File: config.mk
export PLATFORM = sky130hd
export DESIGN_NAME = icc_cpu_if_regs
export DESIGN_NICKNAME = d
export VERILOG_FILES = /design/src/inc/icc_regs_pkg.sv /design/src/hdl/icc_ap_store.sv /design/src/hdl/icc_cpu_if_regs.sv
export SDC_FILE = /design/constraint.sdc
export NUM_CORES = 1
export LEC_CHECK = 0
export BUFFER_PORTS_ARGS = -buffer_cell sky130_fd_sc_hd__buf_2
export CORE_MARGIN = 2
export CORE_UTILIZATION = 30
export DETAILED_ROUTE_END_ITERATION = 8
export PLACE_DENSITY = 0.45
export SYNTH_ARGS = -nofsm -noshare
export SYNTH_HDL_FRONTEND = slang
export SYNTH_HIERARCHICAL = 1
export SYNTH_SLANG_ARGS = --single-unit
File: constraint.sdc
create_clock -name core_clk_i -period 2.2 [get_ports core_clk_i]
set_input_delay 0.11 -clock core_clk_i [delete_from_list [all_inputs] [get_ports core_clk_i]]
set_output_delay 0.11 -clock core_clk_i [all_outputs]
set_load 0.005 [all_outputs]
File: src/inc/icc_regs_pkg.sv
// Package for the physical interrupt CPU interface register set.
// Assumes a system-register access port with op0/op1/crn/crm/op2 encodings.
package icc_regs_pkg;

   // Encoding fields
   localparam logic [1:0] OP0_SYS     = 2'h3;
   localparam logic [3:0] CRN_IRQ     = 4'hc;
   localparam logic [2:0] OP1_EL1     = 3'h0;
   localparam logic [2:0] OP1_EL2     = 3'h4;
   localparam logic [2:0] OP1_EL3     = 3'h6;
   localparam logic [3:0] CRM_GRP0    = 4'h8;
   localparam logic [3:0] CRM_GRP1    = 4'h9;
   localparam logic [3:0] CRM_CTRL    = 4'hc;
   localparam logic [2:0] OP2_AP0     = 3'h4;
   localparam logic [2:0] OP2_AP1     = 3'h0;
   localparam logic [2:0] OP2_BPR     = 3'h3;
   localparam logic [2:0] OP2_CTLR    = 3'h4;
   localparam logic [2:0] OP2_SRE     = 3'h5;

   // Register indexes inside the small storage
   localparam logic [1:0] IDX_AP0     = 2'h0;
   localparam logic [1:0] IDX_AP1     = 2'h1;

   // Control register fields
   localparam int CTL_COMMON_SPLIT_POINT_SELECT_BIT        = 0;
   localparam int CTL_END_OF_INTERRUPT_MODE_BIT     = 1;
   localparam int CTL_PRIORITY_MASK_HINT_ENABLE_BIT        = 6;
   localparam int CTL_PRI_LSB         = 8;
   localparam int CTL_ID_LSB          = 11;
   localparam int CTL_SYSTEM_ERROR_IRQ_SUPPORT_BIT        = 14;
   localparam int CTL_A3V_BIT         = 15;
   localparam logic [2:0] PRI_BITS_VAL = 3'h4;
   localparam logic [2:0] ID_BITS_VAL  = 3'h0;
   localparam logic A3V_VAL           = 1'b1;
   localparam logic SYSTEM_ERROR_IRQ_SUPPORT_VAL          = 1'b0;

   // Split-point limits and reset values
   localparam logic [2:0] BPR0_MIN    = 3'h2;
   localparam logic [2:0] BPR1_MIN_S  = 3'h2;
   localparam logic [2:0] BPR1_MIN_NS = 3'h3;
   localparam logic [31:0] AP_RESET   = 32'h0000_0000;
   localparam logic [31:0] SRE_ENABLE = 32'h0000_0001;
   localparam int PRIO_STEP_LOG2      = 3;

   typedef enum logic [2:0] {
      SEL_NONE = 3'b000,
      SEL_AP0  = 3'b001,
      SEL_AP1  = 3'b010,
      SEL_BPR0 = 3'b011,
      SEL_BPR1 = 3'b100,
      SEL_CTLR = 3'b101,
      SEL_SRE  = 3'b110
   } reg_sel_e;

   typedef struct packed {
      logic [1:0] op0;
      logic [2:0] op1;
      logic [3:0] crn;
      logic [3:0] crm;
      logic [2:0] op2;
   } sysreg_enc_s;

endpackage : icc_regs_pkg

File: src/hdl/icc_ap_store.sv
// Two-word active-priority store with registered read data.
// Assumes one write or read per cycle on the core clock.
`timescale 1ns/10ps
module icc_ap_store #(
   parameter int WIDTH = 32,
   parameter int DEPTH = 2
) (
   // Clock and reset
   input  wire logic                      core_clk_i,
   input  wire logic                      rstn_i,
   // Access
   input  wire logic                      wr_en_i,
   input  wire logic [$clog2(DEPTH)-1:0]  addr_i,
   input  wire logic [WIDTH-1:0]          wdata_i,
   output logic      [WIDTH-1:0]          rdata_o
);
   import icc_regs_pkg::*;

   logic [WIDTH-1:0] mem [DEPTH];

   // Both bitmaps start empty
   genvar g;
   generate
      for (g = 0; g < DEPTH; g++) begin : g_word
         always_ff @(posedge core_clk_i or negedge rstn_i) begin
            if (!rstn_i) begin
               mem[g] <= AP_RESET[WIDTH-1:0];
            end else if (wr_en_i && addr_i == g) begin
               mem[g] <= wdata_i;
            end
         end
      end
   endgenerate

   always_ff @(posedge core_clk_i or negedge rstn_i) begin
      if (!rstn_i) begin
         rdata_o <= '0;
      end else begin
         rdata_o <= mem[addr_i];
      end
   end

endmodule : icc_ap_store

File: src/hdl/icc_cpu_if_regs.sv
// Physical interrupt CPU interface register set, system-register access.
// Assumes the core presents one access per cycle with its encoding and security state.
//
// Function
// - Group 0 active bitmap, one bit per level.
// - Separate group 1 active bitmap, same mapping.
// - Both bitmaps reset to zero.
// - Priority bits field reads 0x4.
// - Split-point field divides priority for preemption.
// - Group 0 split point never below 0x2.
// - Group 1 minimum 0x2 secure, 0x3 nonsecure.
// - Control bit 15 reads one.
// - Control bit 14 reads zero.
// - Identifier field mirrors EL3, 16-bit identifiers.
// - Bit 6 read-only mirror of EL3 hint.
// - Mode 0: end-of-interrupt drops and deactivates.
// - Mode 1: deactivate only via deactivate register.
// - Common bit selects group 0 split for both.
// - Decode op0 3, CRn 12, op1 0/4/6.
// - Enable registers' enable bit reads one.
`timescale 1ns/10ps
module icc_cpu_if_regs #(
   parameter int AP_WIDTH = 32
) (
   // Clock and reset
   input  wire logic                      core_clk_i,
   input  wire logic                      rstn_i,
   // System register access
   input  wire logic                      sr_valid_i,
   input  wire logic                      sr_write_i,
   input  wire icc_regs_pkg::sysreg_enc_s sr_enc_i,
   input  wire logic                      sr_secure_i,
   input  wire logic [31:0]               sr_wdata_i,
   output logic      [31:0]               sr_rdata_o,
   output logic                           sr_rvalid_o,
   output logic                           sr_undef_o,
   // EL3 mirrors
   input  wire logic                      el3_priority_mask_hint_enable_i,
   input  wire logic [2:0]                el3_id_bits_i,
   // End-of-interrupt events
   input  wire logic                      eoi_write_i,
   input  wire logic                      dir_write_i,
   output logic                           prio_drop_o,
   output logic                           deactivate_o,
   output logic                           dir_unpredictable_o,
   // Preemption split in use and registered EL3 hint mirror
   output logic      [2:0]                grp0_split_o,
   output logic      [2:0]                grp1_split_o,
   output logic                           priority_mask_hint_enable_o
);
   import icc_regs_pkg::*;

   reg_sel_e   sel;
   logic [2:0] bpr0;
   logic [2:0] bpr1_s;
   logic [2:0] bpr1_ns;
   logic       eoi_mode;
   logic       common_split_point_select;
   logic [AP_WIDTH-1:0] ap_rdata;
   logic       ap_wr;
   logic [0:0] ap_addr;
   reg_sel_e   sel_q;
   logic [2:0] bpr1_min;
   logic [2:0] wsplit;
   logic [31:0] ctlr_val;

   // Encoding decode
   always_comb begin
      sel = SEL_NONE;
      if (sr_enc_i.op0 != OP0_SYS || sr_enc_i.crn != CRN_IRQ) begin
         sel = SEL_NONE;
      end else if (sr_enc_i.op1 == OP1_EL1 && sr_enc_i.crm == CRM_GRP0
                   && sr_enc_i.op2 == OP2_AP0) begin
         sel = SEL_AP0;
      end else if (sr_enc_i.op1 == OP1_EL1 && sr_enc_i.crm == CRM_GRP1
                   && sr_enc_i.op2 == OP2_AP1) begin
         sel = SEL_AP1;
      end else if (sr_enc_i.op1 == OP1_EL1 && sr_enc_i.crm == CRM_GRP0
                   && sr_enc_i.op2 == OP2_BPR) begin
         sel = SEL_BPR0;
      end else if (sr_enc_i.op1 == OP1_EL1 && sr_enc_i.crm == CRM_CTRL
                   && sr_enc_i.op2 == OP2_BPR) begin
         sel = SEL_BPR1;
      end else if (sr_enc_i.op1 == OP1_EL1 && sr_enc_i.crm == CRM_CTRL
                   && sr_enc_i.op2 == OP2_CTLR) begin
         sel = SEL_CTLR;
      end else if (sr_enc_i.op1 == OP1_EL1 && sr_enc_i.crm == CRM_CTRL
                   && sr_enc_i.op2 == OP2_SRE) begin
         sel = SEL_SRE;
      end else if (sr_enc_i.op1 == OP1_EL2 && sr_enc_i.crm == CRM_GRP1
                   && sr_enc_i.op2 == OP2_SRE) begin
         sel = SEL_SRE;
      end else if (sr_enc_i.op1 == OP1_EL3 && sr_enc_i.crm == CRM_CTRL
                   && sr_enc_i.op2 == OP2_SRE) begin
         sel = SEL_SRE;
      end
   end

   // Active-priority bitmaps
   assign ap_wr   = sr_valid_i && sr_write_i && (sel == SEL_AP0 || sel == SEL_AP1);
   assign ap_addr = (sel == SEL_AP1) ? IDX_AP1[0] : IDX_AP0[0];

   icc_ap_store #(
      .WIDTH (AP_WIDTH),
      .DEPTH (2)
   ) u_ap_store (
      .core_clk_i (core_clk_i),
      .rstn_i     (rstn_i),
      .wr_en_i    (ap_wr),
      .addr_i     (ap_addr),
      .wdata_i    (sr_wdata_i[AP_WIDTH-1:0]),
      .rdata_o    (ap_rdata)
   );

   // Split-point writes clamp to the minimum
   assign bpr1_min = sr_secure_i ? BPR1_MIN_S : BPR1_MIN_NS;
   assign wsplit   = sr_wdata_i[2:0];

   always_ff @(posedge core_clk_i or negedge rstn_i) begin
      if (!rstn_i) begin
         bpr0 <= BPR0_MIN;
      end else if (sr_valid_i && sr_write_i && sel == SEL_BPR0) begin
         bpr0 <= (wsplit < BPR0_MIN) ? BPR0_MIN : wsplit;
      end
   end

   always_ff @(posedge core_clk_i or negedge rstn_i) begin
      if (!rstn_i) begin
         bpr1_s  <= BPR1_MIN_S;
         bpr1_ns <= BPR1_MIN_NS;
      end else if (sr_valid_i && sr_write_i && sel == SEL_BPR1) begin
         if (sr_secure_i) begin
            bpr1_s <= (wsplit < bpr1_min) ? bpr1_min : wsplit;
         end else begin
            bpr1_ns <= (wsplit < bpr1_min) ? bpr1_min : wsplit;
         end
      end
   end

   // Control register writable bits
   always_ff @(posedge core_clk_i or negedge rstn_i) begin
      if (!rstn_i) begin
         eoi_mode <= 1'b0;
         common_split_point_select     <= 1'b0;
      end else if (sr_valid_i && sr_write_i && sel == SEL_CTLR) begin
         eoi_mode <= sr_wdata_i[CTL_END_OF_INTERRUPT_MODE_BIT];
         common_split_point_select     <= sr_wdata_i[CTL_COMMON_SPLIT_POINT_SELECT_BIT];
      end
   end

   always_comb begin
      ctlr_val = '0;
      ctlr_val[CTL_A3V_BIT]  = A3V_VAL;
      ctlr_val[CTL_SYSTEM_ERROR_IRQ_SUPPORT_BIT] = SYSTEM_ERROR_IRQ_SUPPORT_VAL;
      ctlr_val[CTL_ID_LSB +: 3]  = el3_id_bits_i;
      ctlr_val[CTL_PRI_LSB +: 3] = PRI_BITS_VAL;
      ctlr_val[CTL_PRIORITY_MASK_HINT_ENABLE_BIT]     = el3_priority_mask_hint_enable_i;
      ctlr_val[CTL_END_OF_INTERRUPT_MODE_BIT]  = eoi_mode;
      ctlr_val[CTL_COMMON_SPLIT_POINT_SELECT_BIT]     = common_split_point_select;
   end

   // Read path, answered one cycle after the access
   always_ff @(posedge core_clk_i or negedge rstn_i) begin
      if (!rstn_i) begin
         sel_q       <= SEL_NONE;
         sr_rvalid_o <= 1'b0;
         sr_undef_o  <= 1'b0;
      end else begin
         sel_q       <= sel;
         sr_rvalid_o <= sr_valid_i && !sr_write_i && sel != SEL_NONE;
         sr_undef_o  <= sr_valid_i && sel == SEL_NONE;
      end
   end

   logic [31:0] next_rdata;
   always_comb begin
      next_rdata = '0;
      case (sel)
         SEL_BPR0: next_rdata = {29'h0, bpr0};
         SEL_BPR1: next_rdata = {29'h0, sr_secure_i ? bpr1_s : bpr1_ns};
         SEL_CTLR: next_rdata = ctlr_val;
         SEL_SRE:  next_rdata = SRE_ENABLE;
         default:  next_rdata = '0;
      endcase
   end

   logic [31:0] rdata_q;
   always_ff @(posedge core_clk_i or negedge rstn_i) begin
      if (!rstn_i) begin
         rdata_q <= '0;
      end else begin
         rdata_q <= next_rdata;
      end
   end

   assign sr_rdata_o = (sel_q == SEL_AP0 || sel_q == SEL_AP1) ?
                       32'(ap_rdata) : rdata_q;

   // End-of-interrupt behaviour
   always_ff @(posedge core_clk_i or negedge rstn_i) begin
      if (!rstn_i) begin
         prio_drop_o         <= 1'b0;
         deactivate_o        <= 1'b0;
         dir_unpredictable_o <= 1'b0;
      end else begin
         prio_drop_o         <= eoi_write_i;
         deactivate_o        <= eoi_mode ? dir_write_i : eoi_write_i;
         dir_unpredictable_o <= !eoi_mode && dir_write_i;
      end
   end

   // Preemption split selection
   always_ff @(posedge core_clk_i or negedge rstn_i) begin
      if (!rstn_i) begin
         grp0_split_o <= BPR0_MIN;
         grp1_split_o <= BPR1_MIN_NS;
         priority_mask_hint_enable_o       <= 1'b0;
      end else begin
         grp0_split_o <= bpr0;
         grp1_split_o <= common_split_point_select ? bpr0 : (sr_secure_i ? bpr1_s : bpr1_ns);
         priority_mask_hint_enable_o       <= el3_priority_mask_hint_enable_i;
      end
   end

endmodule : icc_cpu_if_regs

* Yosys cells after proc, flatten, opt, wreduce, memory -nomap -nowiden *
Cells that the tools add are included.

storage, ports and cells
  bits in registers = 154
  input bits = 59
  output and inout port bits = 44
  word-level logic and storage cells = 98

cells by class
  $lt $le $gt $ge = 3
  equality and inequality tests = 18
  multiplexer cells = 21
  bitwise logic cells = 3
  reduce and logical (&&, ||, !) cells = 35

operators with widths
  kind                  number
  $mux W32              4
  $pmux W16 S4          1
  $mux W3               13
  $logic_and A1 B1 Y1   24
  $eq A3 B3 Y1 const B  7
  $eq A3 B2 Y1 const B  4
  $eq A4 B4 Y1 const B  3
  $logic_not A3 Y1      3
  $eq A3 B1 Y1 const B  2
  $ne A4 B4 Y1 const B  1
  $reduce_and A2 Y1     2
  $logic_or A1 B1 Y1    3
  $lt A3 B2 Y1          1
  $lt A3 B2 Y1 const B  1
  $mux W1               3
  $reduce_bool A3 Y1    1
  $ge A2 B2 Y1 const B  1
  $logic_not A1 Y1      2
  $ne A2 B2 Y1 const B  1
  $not A1 Y1            2
  $not A1 Y2            1

* Depth between registers and ports, before layout *
  word-level depth = 18
  gate-level depth with buffers = 12
  depth with buffers taken out = 8

* Modules after synthesis *
Netlist, hierarchy kept.

by module, submodules not included
  module           times used  cells each  area an instance (sq um)  sequential area each (sq um)
  icc_ap_store     1           205         3,577.2                   2,402.3
  icc_cpu_if_regs  1           160         1,821.7                   859.6

* Worst setup path after synthesis *
OpenSTA, ideal clock, no wires.

  path type = input to register
  start point = input port sr_enc_i[4] (netlist bit)
  end point = register u_ap_store/mem[33] (netlist bit)
  setup time = 0.125 ns
  arrival = 2.391 ns
  data required time = 2.075 ns
  slack = -0.315 ns
  stages on the path = 9
  path buffers = 2
  cell sequence = or4b_2 > a21oi_1 > o211a_1 > inv_1 > a2111oi_1 > nor2b_1 > clkbuf_2 > buf_6 > mux2_2

between the ends
  elaborated cells on any way between the ends = 32
  those cells by class = eq/ne (5); mux (10); bitwise (1); reduce/logical (16)

RTL lines
  element                                       RTL line                                      RTL
  start: declaration                            icc_cpu_if_regs.sv:31                         input wire icc_regs_pkg::sysreg_enc_s sr_enc_i,
  $eq A4 B4 Y1                                  icc_cpu_if_regs.sv:75, icc_cpu_if_regs.sv:90
  $logic_and A1 B1 Y1                           icc_cpu_if_regs.sv:90                         end else if (sr_enc_i.op1 == OP1_EL2 && sr_enc_i.crm == CRM_GRP1
  $logic_and A1 B1 Y1                           icc_cpu_if_regs.sv:91                         && sr_enc_i.op2 == OP2_SRE) begin
  $mux W3                                       icc_cpu_if_regs.sv:90
  $mux W3                                       icc_cpu_if_regs.sv:87                         end else if (sr_enc_i.op1 == OP1_EL1 && sr_enc_i.crm == CRM_CTRL
  $mux W3                                       icc_cpu_if_regs.sv:84                         end else if (sr_enc_i.op1 == OP1_EL1 && sr_enc_i.crm == CRM_CTRL
  $mux W3                                       icc_cpu_if_regs.sv:81                         end else if (sr_enc_i.op1 == OP1_EL1 && sr_enc_i.crm == CRM_CTRL
  $mux W3                                       icc_cpu_if_regs.sv:78                         end else if (sr_enc_i.op1 == OP1_EL1 && sr_enc_i.crm == CRM_GRP0
  $mux W3                                       icc_cpu_if_regs.sv:75                         end else if (sr_enc_i.op1 == OP1_EL1 && sr_enc_i.crm == CRM_GRP1
  $mux W3 *                                     icc_cpu_if_regs.sv:72                         end else if (sr_enc_i.op1 == OP1_EL1 && sr_enc_i.crm == CRM_GRP0
  $mux W3 *                                     icc_cpu_if_regs.sv:70                         if (sr_enc_i.op0 != OP0_SYS || sr_enc_i.crn != CRN_IRQ) begin
  named net sel[0]                              icc_cpu_if_regs.sv:53                         reg_sel_e sel;
  $eq A3 B1 Y1 or $eq A3 B2 Y1 (tied branches)  icc_cpu_if_regs.sv:100                        assign ap_wr = sr_valid_i && sr_write_i && (sel == SEL_AP0 || sel == SEL_AP1);
  $logic_or A1 B1 Y1 *                          icc_cpu_if_regs.sv:100
  $logic_and A1 B1 Y1 *                         icc_cpu_if_regs.sv:100
  named net ap_wr                               icc_cpu_if_regs.sv:60                         logic ap_wr;
  $logic_and A1 B1 Y1 *                         icc_ap_store.sv:28                            end else if (wr_en_i && addr_i == g) begin
  end signal: indexed assignment                icc_ap_store.sv:27                            mem[g] <= AP_RESET[WIDTH-1:0];
  end signal: indexed assignment                icc_ap_store.sv:29                            mem[g] <= wdata_i;
  end: declaration                              icc_ap_store.sv:19                            logic [WIDTH-1:0] mem [DEPTH];

Mark *: on every way through the listed nets, which the timed path passes. The rest lies on a longest branch.
A chain may end at the register's enable or synchronous reset.

* Worst setup path in the final report *
  start point = input port sr_enc_i[3] (netlist bit)
  end point = register u_ap_store/mem[41] (netlist bit)

between the ends
  longest elaborated chain between the ends = 16
  elaborated cells on any way between the ends = 32
  those cells by class = eq/ne (5); mux (10); bitwise (1); reduce/logical (16)

RTL lines
  element                                       RTL line                RTL
  $eq A4 B4 Y1                                  --
  $logic_and A1 B1 Y1                           icc_cpu_if_regs.sv:93   end else if (sr_enc_i.op1 == OP1_EL3 && sr_enc_i.crm == CRM_CTRL
  $logic_and A1 B1 Y1                           icc_cpu_if_regs.sv:94   && sr_enc_i.op2 == OP2_SRE) begin
  $mux W3                                       icc_cpu_if_regs.sv:93
  $mux W3                                       icc_cpu_if_regs.sv:90
  $mux W3                                       icc_cpu_if_regs.sv:87
  $mux W3                                       icc_cpu_if_regs.sv:84
  $mux W3                                       icc_cpu_if_regs.sv:81
  $mux W3                                       icc_cpu_if_regs.sv:78
  $mux W3                                       icc_cpu_if_regs.sv:75
  $mux W3 *                                     icc_cpu_if_regs.sv:72
  $mux W3 *                                     icc_cpu_if_regs.sv:70
  $eq A3 B1 Y1 or $eq A3 B2 Y1 (tied branches)  icc_cpu_if_regs.sv:100
  $logic_or A1 B1 Y1 *                          icc_cpu_if_regs.sv:100
  $logic_and A1 B1 Y1 *                         icc_cpu_if_regs.sv:100
  named net ap_wr                               icc_cpu_if_regs.sv:60
  $logic_and A1 B1 Y1 *                         icc_ap_store.sv:28

Marked as above.

==> out/qor.csv <==
metric,value,unit
Worst EP arrival,2440,ps
leading area contributor after synthesis,dfrtp_1,
outcome,completed,
Vias/cell,4.48,
Worst Hold Class,in -> reg,
Die Y,138,um
Cell variety after synth,52,
Wirelength per Cell,15.4,um
fin crit period,2140,ps
Core Area,0.0178,sq mm
Setup crit end kind,flop,
type of the worst setup path,in -> reg,
area delta synth->final,39.7,%
largest net degree at the start of global routing,47,
"Reg clk slew, reported paths",60,ps
RSZ-0062 raised after global routing,false,
die width,138,um
fillers,1668,
syn_area_per_cell,14.8,sq um
Post-DRT Antenna Nets,0,
element type at the critical path start,input port,
warnings from Yosys,6,
first-pass GRT wire length,19900,um
via count,3519,
I/O pins,103,
Crit path largest cell delay,480,ps
final setup fails,0,
DIE AREA,0.0191,sq mm
crit-path cells,buf_2 -> or3b_2 -> a2111oi_4 -> o21ai_2 -> a2111oi_4 -> nor2b_4 -> buf_12 -> mux2_2,
total power draw,5.64,mW
Crit path top cell by count,a2111oi_4,
Cells after Synth,365,
"Top FF cell, synth",dfrtp_1,
Crit Path Max Fanout,23,
area occupied by registers,0.00326,sq mm
Pins Over Slew Limit,0,
gpl congestion,0.763,
max-cap violation count,0,
number of global-route vias before repair,3818,
fin area,0.00754,sq mm
DP Worst Slack,-396,ps
Final nets,603,
Mapped Area,0.00540,sq mm
Peak Freq,466,MHz
TritonCTS clock tree,yes,
CP max stage cell,or3b_2,
clk sinks,130,
CTS buffer count,17,
top cell type's share of synthesized area,57.0,%
clk buf depth,2,
Area contributors post-synth,"dfrtp_1, mux2_2, dfstp_2",
final WL,12100,um
Skew-Pair Late Insertion Delay,410,ps
Core Rows,49,
CTS Root Buffer Type,clkbuf_16,
PwrDens,748,mW/mm^2
syn_nets,424,
Starting Density,30.4,%
share of cells above drive strength 1,56.0,%
1st-pass router iterations,4,
final setup TNS,0,ps
worst-margin pin slew,560,ps
Slew headroom,62.7,%
Final WS setup,56.2,ps
Hold Crit Depth,2,
synthesis-stage register bit count,130,
final hold violation count,0,
initial antenna violation count,0,
leak pwr,3.88,nW
cell depth of the worst flop-to-flop path,3,
Async SR Flop Fraction,100,%
ant diodes,0,
WP data required,2490,ps
HPWL Detailed,7870,um
Worst Clk Skew,6.18,ps
DR iter-0 viols,98,
htree depth,4,
period utilisation layout,97.4,%
DRC,0,
GR Overflow Total,0,
Post-DP Area,0.00647,sq mm
register area share after synthesis,60.4,%
Multi-input gate area,0.00209,sq mm
PortBufs,102,
Peak supply drop,528,uV
global-route usage over all layers,13.3,%
Post-synth EDFFs,0,
-- cell usage in the layout, fill, tap and decap left out, types with 2 or more instances in the layout --
master	instances
inv_1	4
dfstp_2	7
and4_1	2
nand3b_1	3
clkbuf_16	18
nor4bb_1	2
or3b_2	2
dfrtp_1	123
bufinv_16	4
inv_2	2
nor2_1	3
xnor2_1	2
mux2_2	118
clkinvlp_4	2
nand2b_1	2
clkbuf_8	2
a2111oi_4	2
mux2_1	4
clkinv_4	3
and2_1	27
nand2_1	10
buf_12	6
dlygate4sd3_1	38
clkinv_2	2
buf_2	101
and3_1	3
buf_4	29
-- sequential cells by signal (all words and copies together), names as in the netlist, 3 cells and up --
| register | cells |
|---|---|
| sel_q | 3 |
| grp1_split_o | 3 |
| grp0_split_o | 3 |
| rdata_q | 8 |
| u_ap_store/rdata_o | 32 |
| u_ap_store/mem | 64 |
| bpr0 | 3 |
| bpr1_ns | 3 |
| bpr1_s | 3 |
-- cell type report --
| type | instances | share of cell area (%) |
|---|---|---|
| flip-flops and latches | 130 | 43.2 |
| multi-input cells | 214 | 27.7 |
| repair buffers | 175 | 16.6 |
| clock buffers | 20 | 6.05 |
| well taps | 229 | 3.80 |
| clock inverters | 12 | 2.39 |
| inverters | 6 | 0.299 |
-- stage by stage --
step	utilization (%)	hold slack (ps)	cells
after CTS	42.1	15.9	784
after global routing	42.4	28.5	786
after detailed placement	36.4	141	714
after global placement	36.4	142	714
final	42.4	35.2	786
after floorplan	-	-186	365
-- synth_stat cells (2+ instances only) --
cell      number
and2_1        27
mux2_1         4
nor4bb_1       2
buf_2          4
dfrtp_1      123
nor2_1         4
clkbuf_1       3
xnor2_1        2
nand2b_1       2
buf_6          3
nor2b_1        2
buf_4          4
nor3_1         2
inv_1          6
and4_1         2
nand3b_1       3
or3b_2         2
dfstp_2        7
mux2_2       118
and3_1         3
nand2_1       11
-- logic make-up (layout without fill, tap and decap cells) --
| family | after synthesis | after routing | share of synthesized area, % |
|---|---|---|---|
| flops | 130 | 130 | 60.4 |
| mux | 122 | 122 | 25.4 |
| simple gates | 73 | 73 | 8.81 |
| buf+inv | 21 | 213 | 2.27 |
| compound gates | 17 | 17 | 2.73 |
| xor+xnor | 2 | 2 | 0.325 |
-- metal layers --
metal  wire [um]  up-vias  track usage (%)
li1            -     1652                -
met1        5710     1783             17.1
met2        5800       69             21.6
met3         469       15             3.64
met4         153        0             4.99
met5           0        -                0
-- where the power goes --
group	total (mW)	leakage [nW]	internal [mW]	switching [mW]
Clock	3.00	0.307	1.96	1.04
Sequential	2.40	1.78	2.40	0.00155
Combinational	0.241	1.79	0.120	0.120
-- worst max-delay path, delay by kind of cell --
| kind | cells | cell delay, ps |
|---|---|---|
| AOI/OAI and AO/OA | 3 | 910 |
| and+or+nand+nor | 2 | 720 |
| muxes | 1 | 360 |
| buffers and inverters | 2 | 340 |
-- path summary, 6_finish.rpt --
check	slack [ps]	to	from
max in group asynchronous	1240	bpr1_ns[0]	rstn_i
worst max-delay path	60	u_ap_store/mem[41]	sr_enc_i[3]
worst min register to register	400	grp0_split_o[1]	bpr0[1]
min in group asynchronous	230	u_ap_store/mem[49]	rstn_i
worst min-delay path	40	u_ap_store/mem[33]	sr_wdata_i[1]
worst max register to register	940	rdata_q[1]	bpr1_s[1]
-- what timing repair did --
action	4_1_cts	5_1_grt
setup buffers	0	1
setup endpoints to repair	0	32
hold buffers	38	0
gates resized for setup	0	4
hold endpoints to repair	107	0
Power figures use the tool's default switching activity.
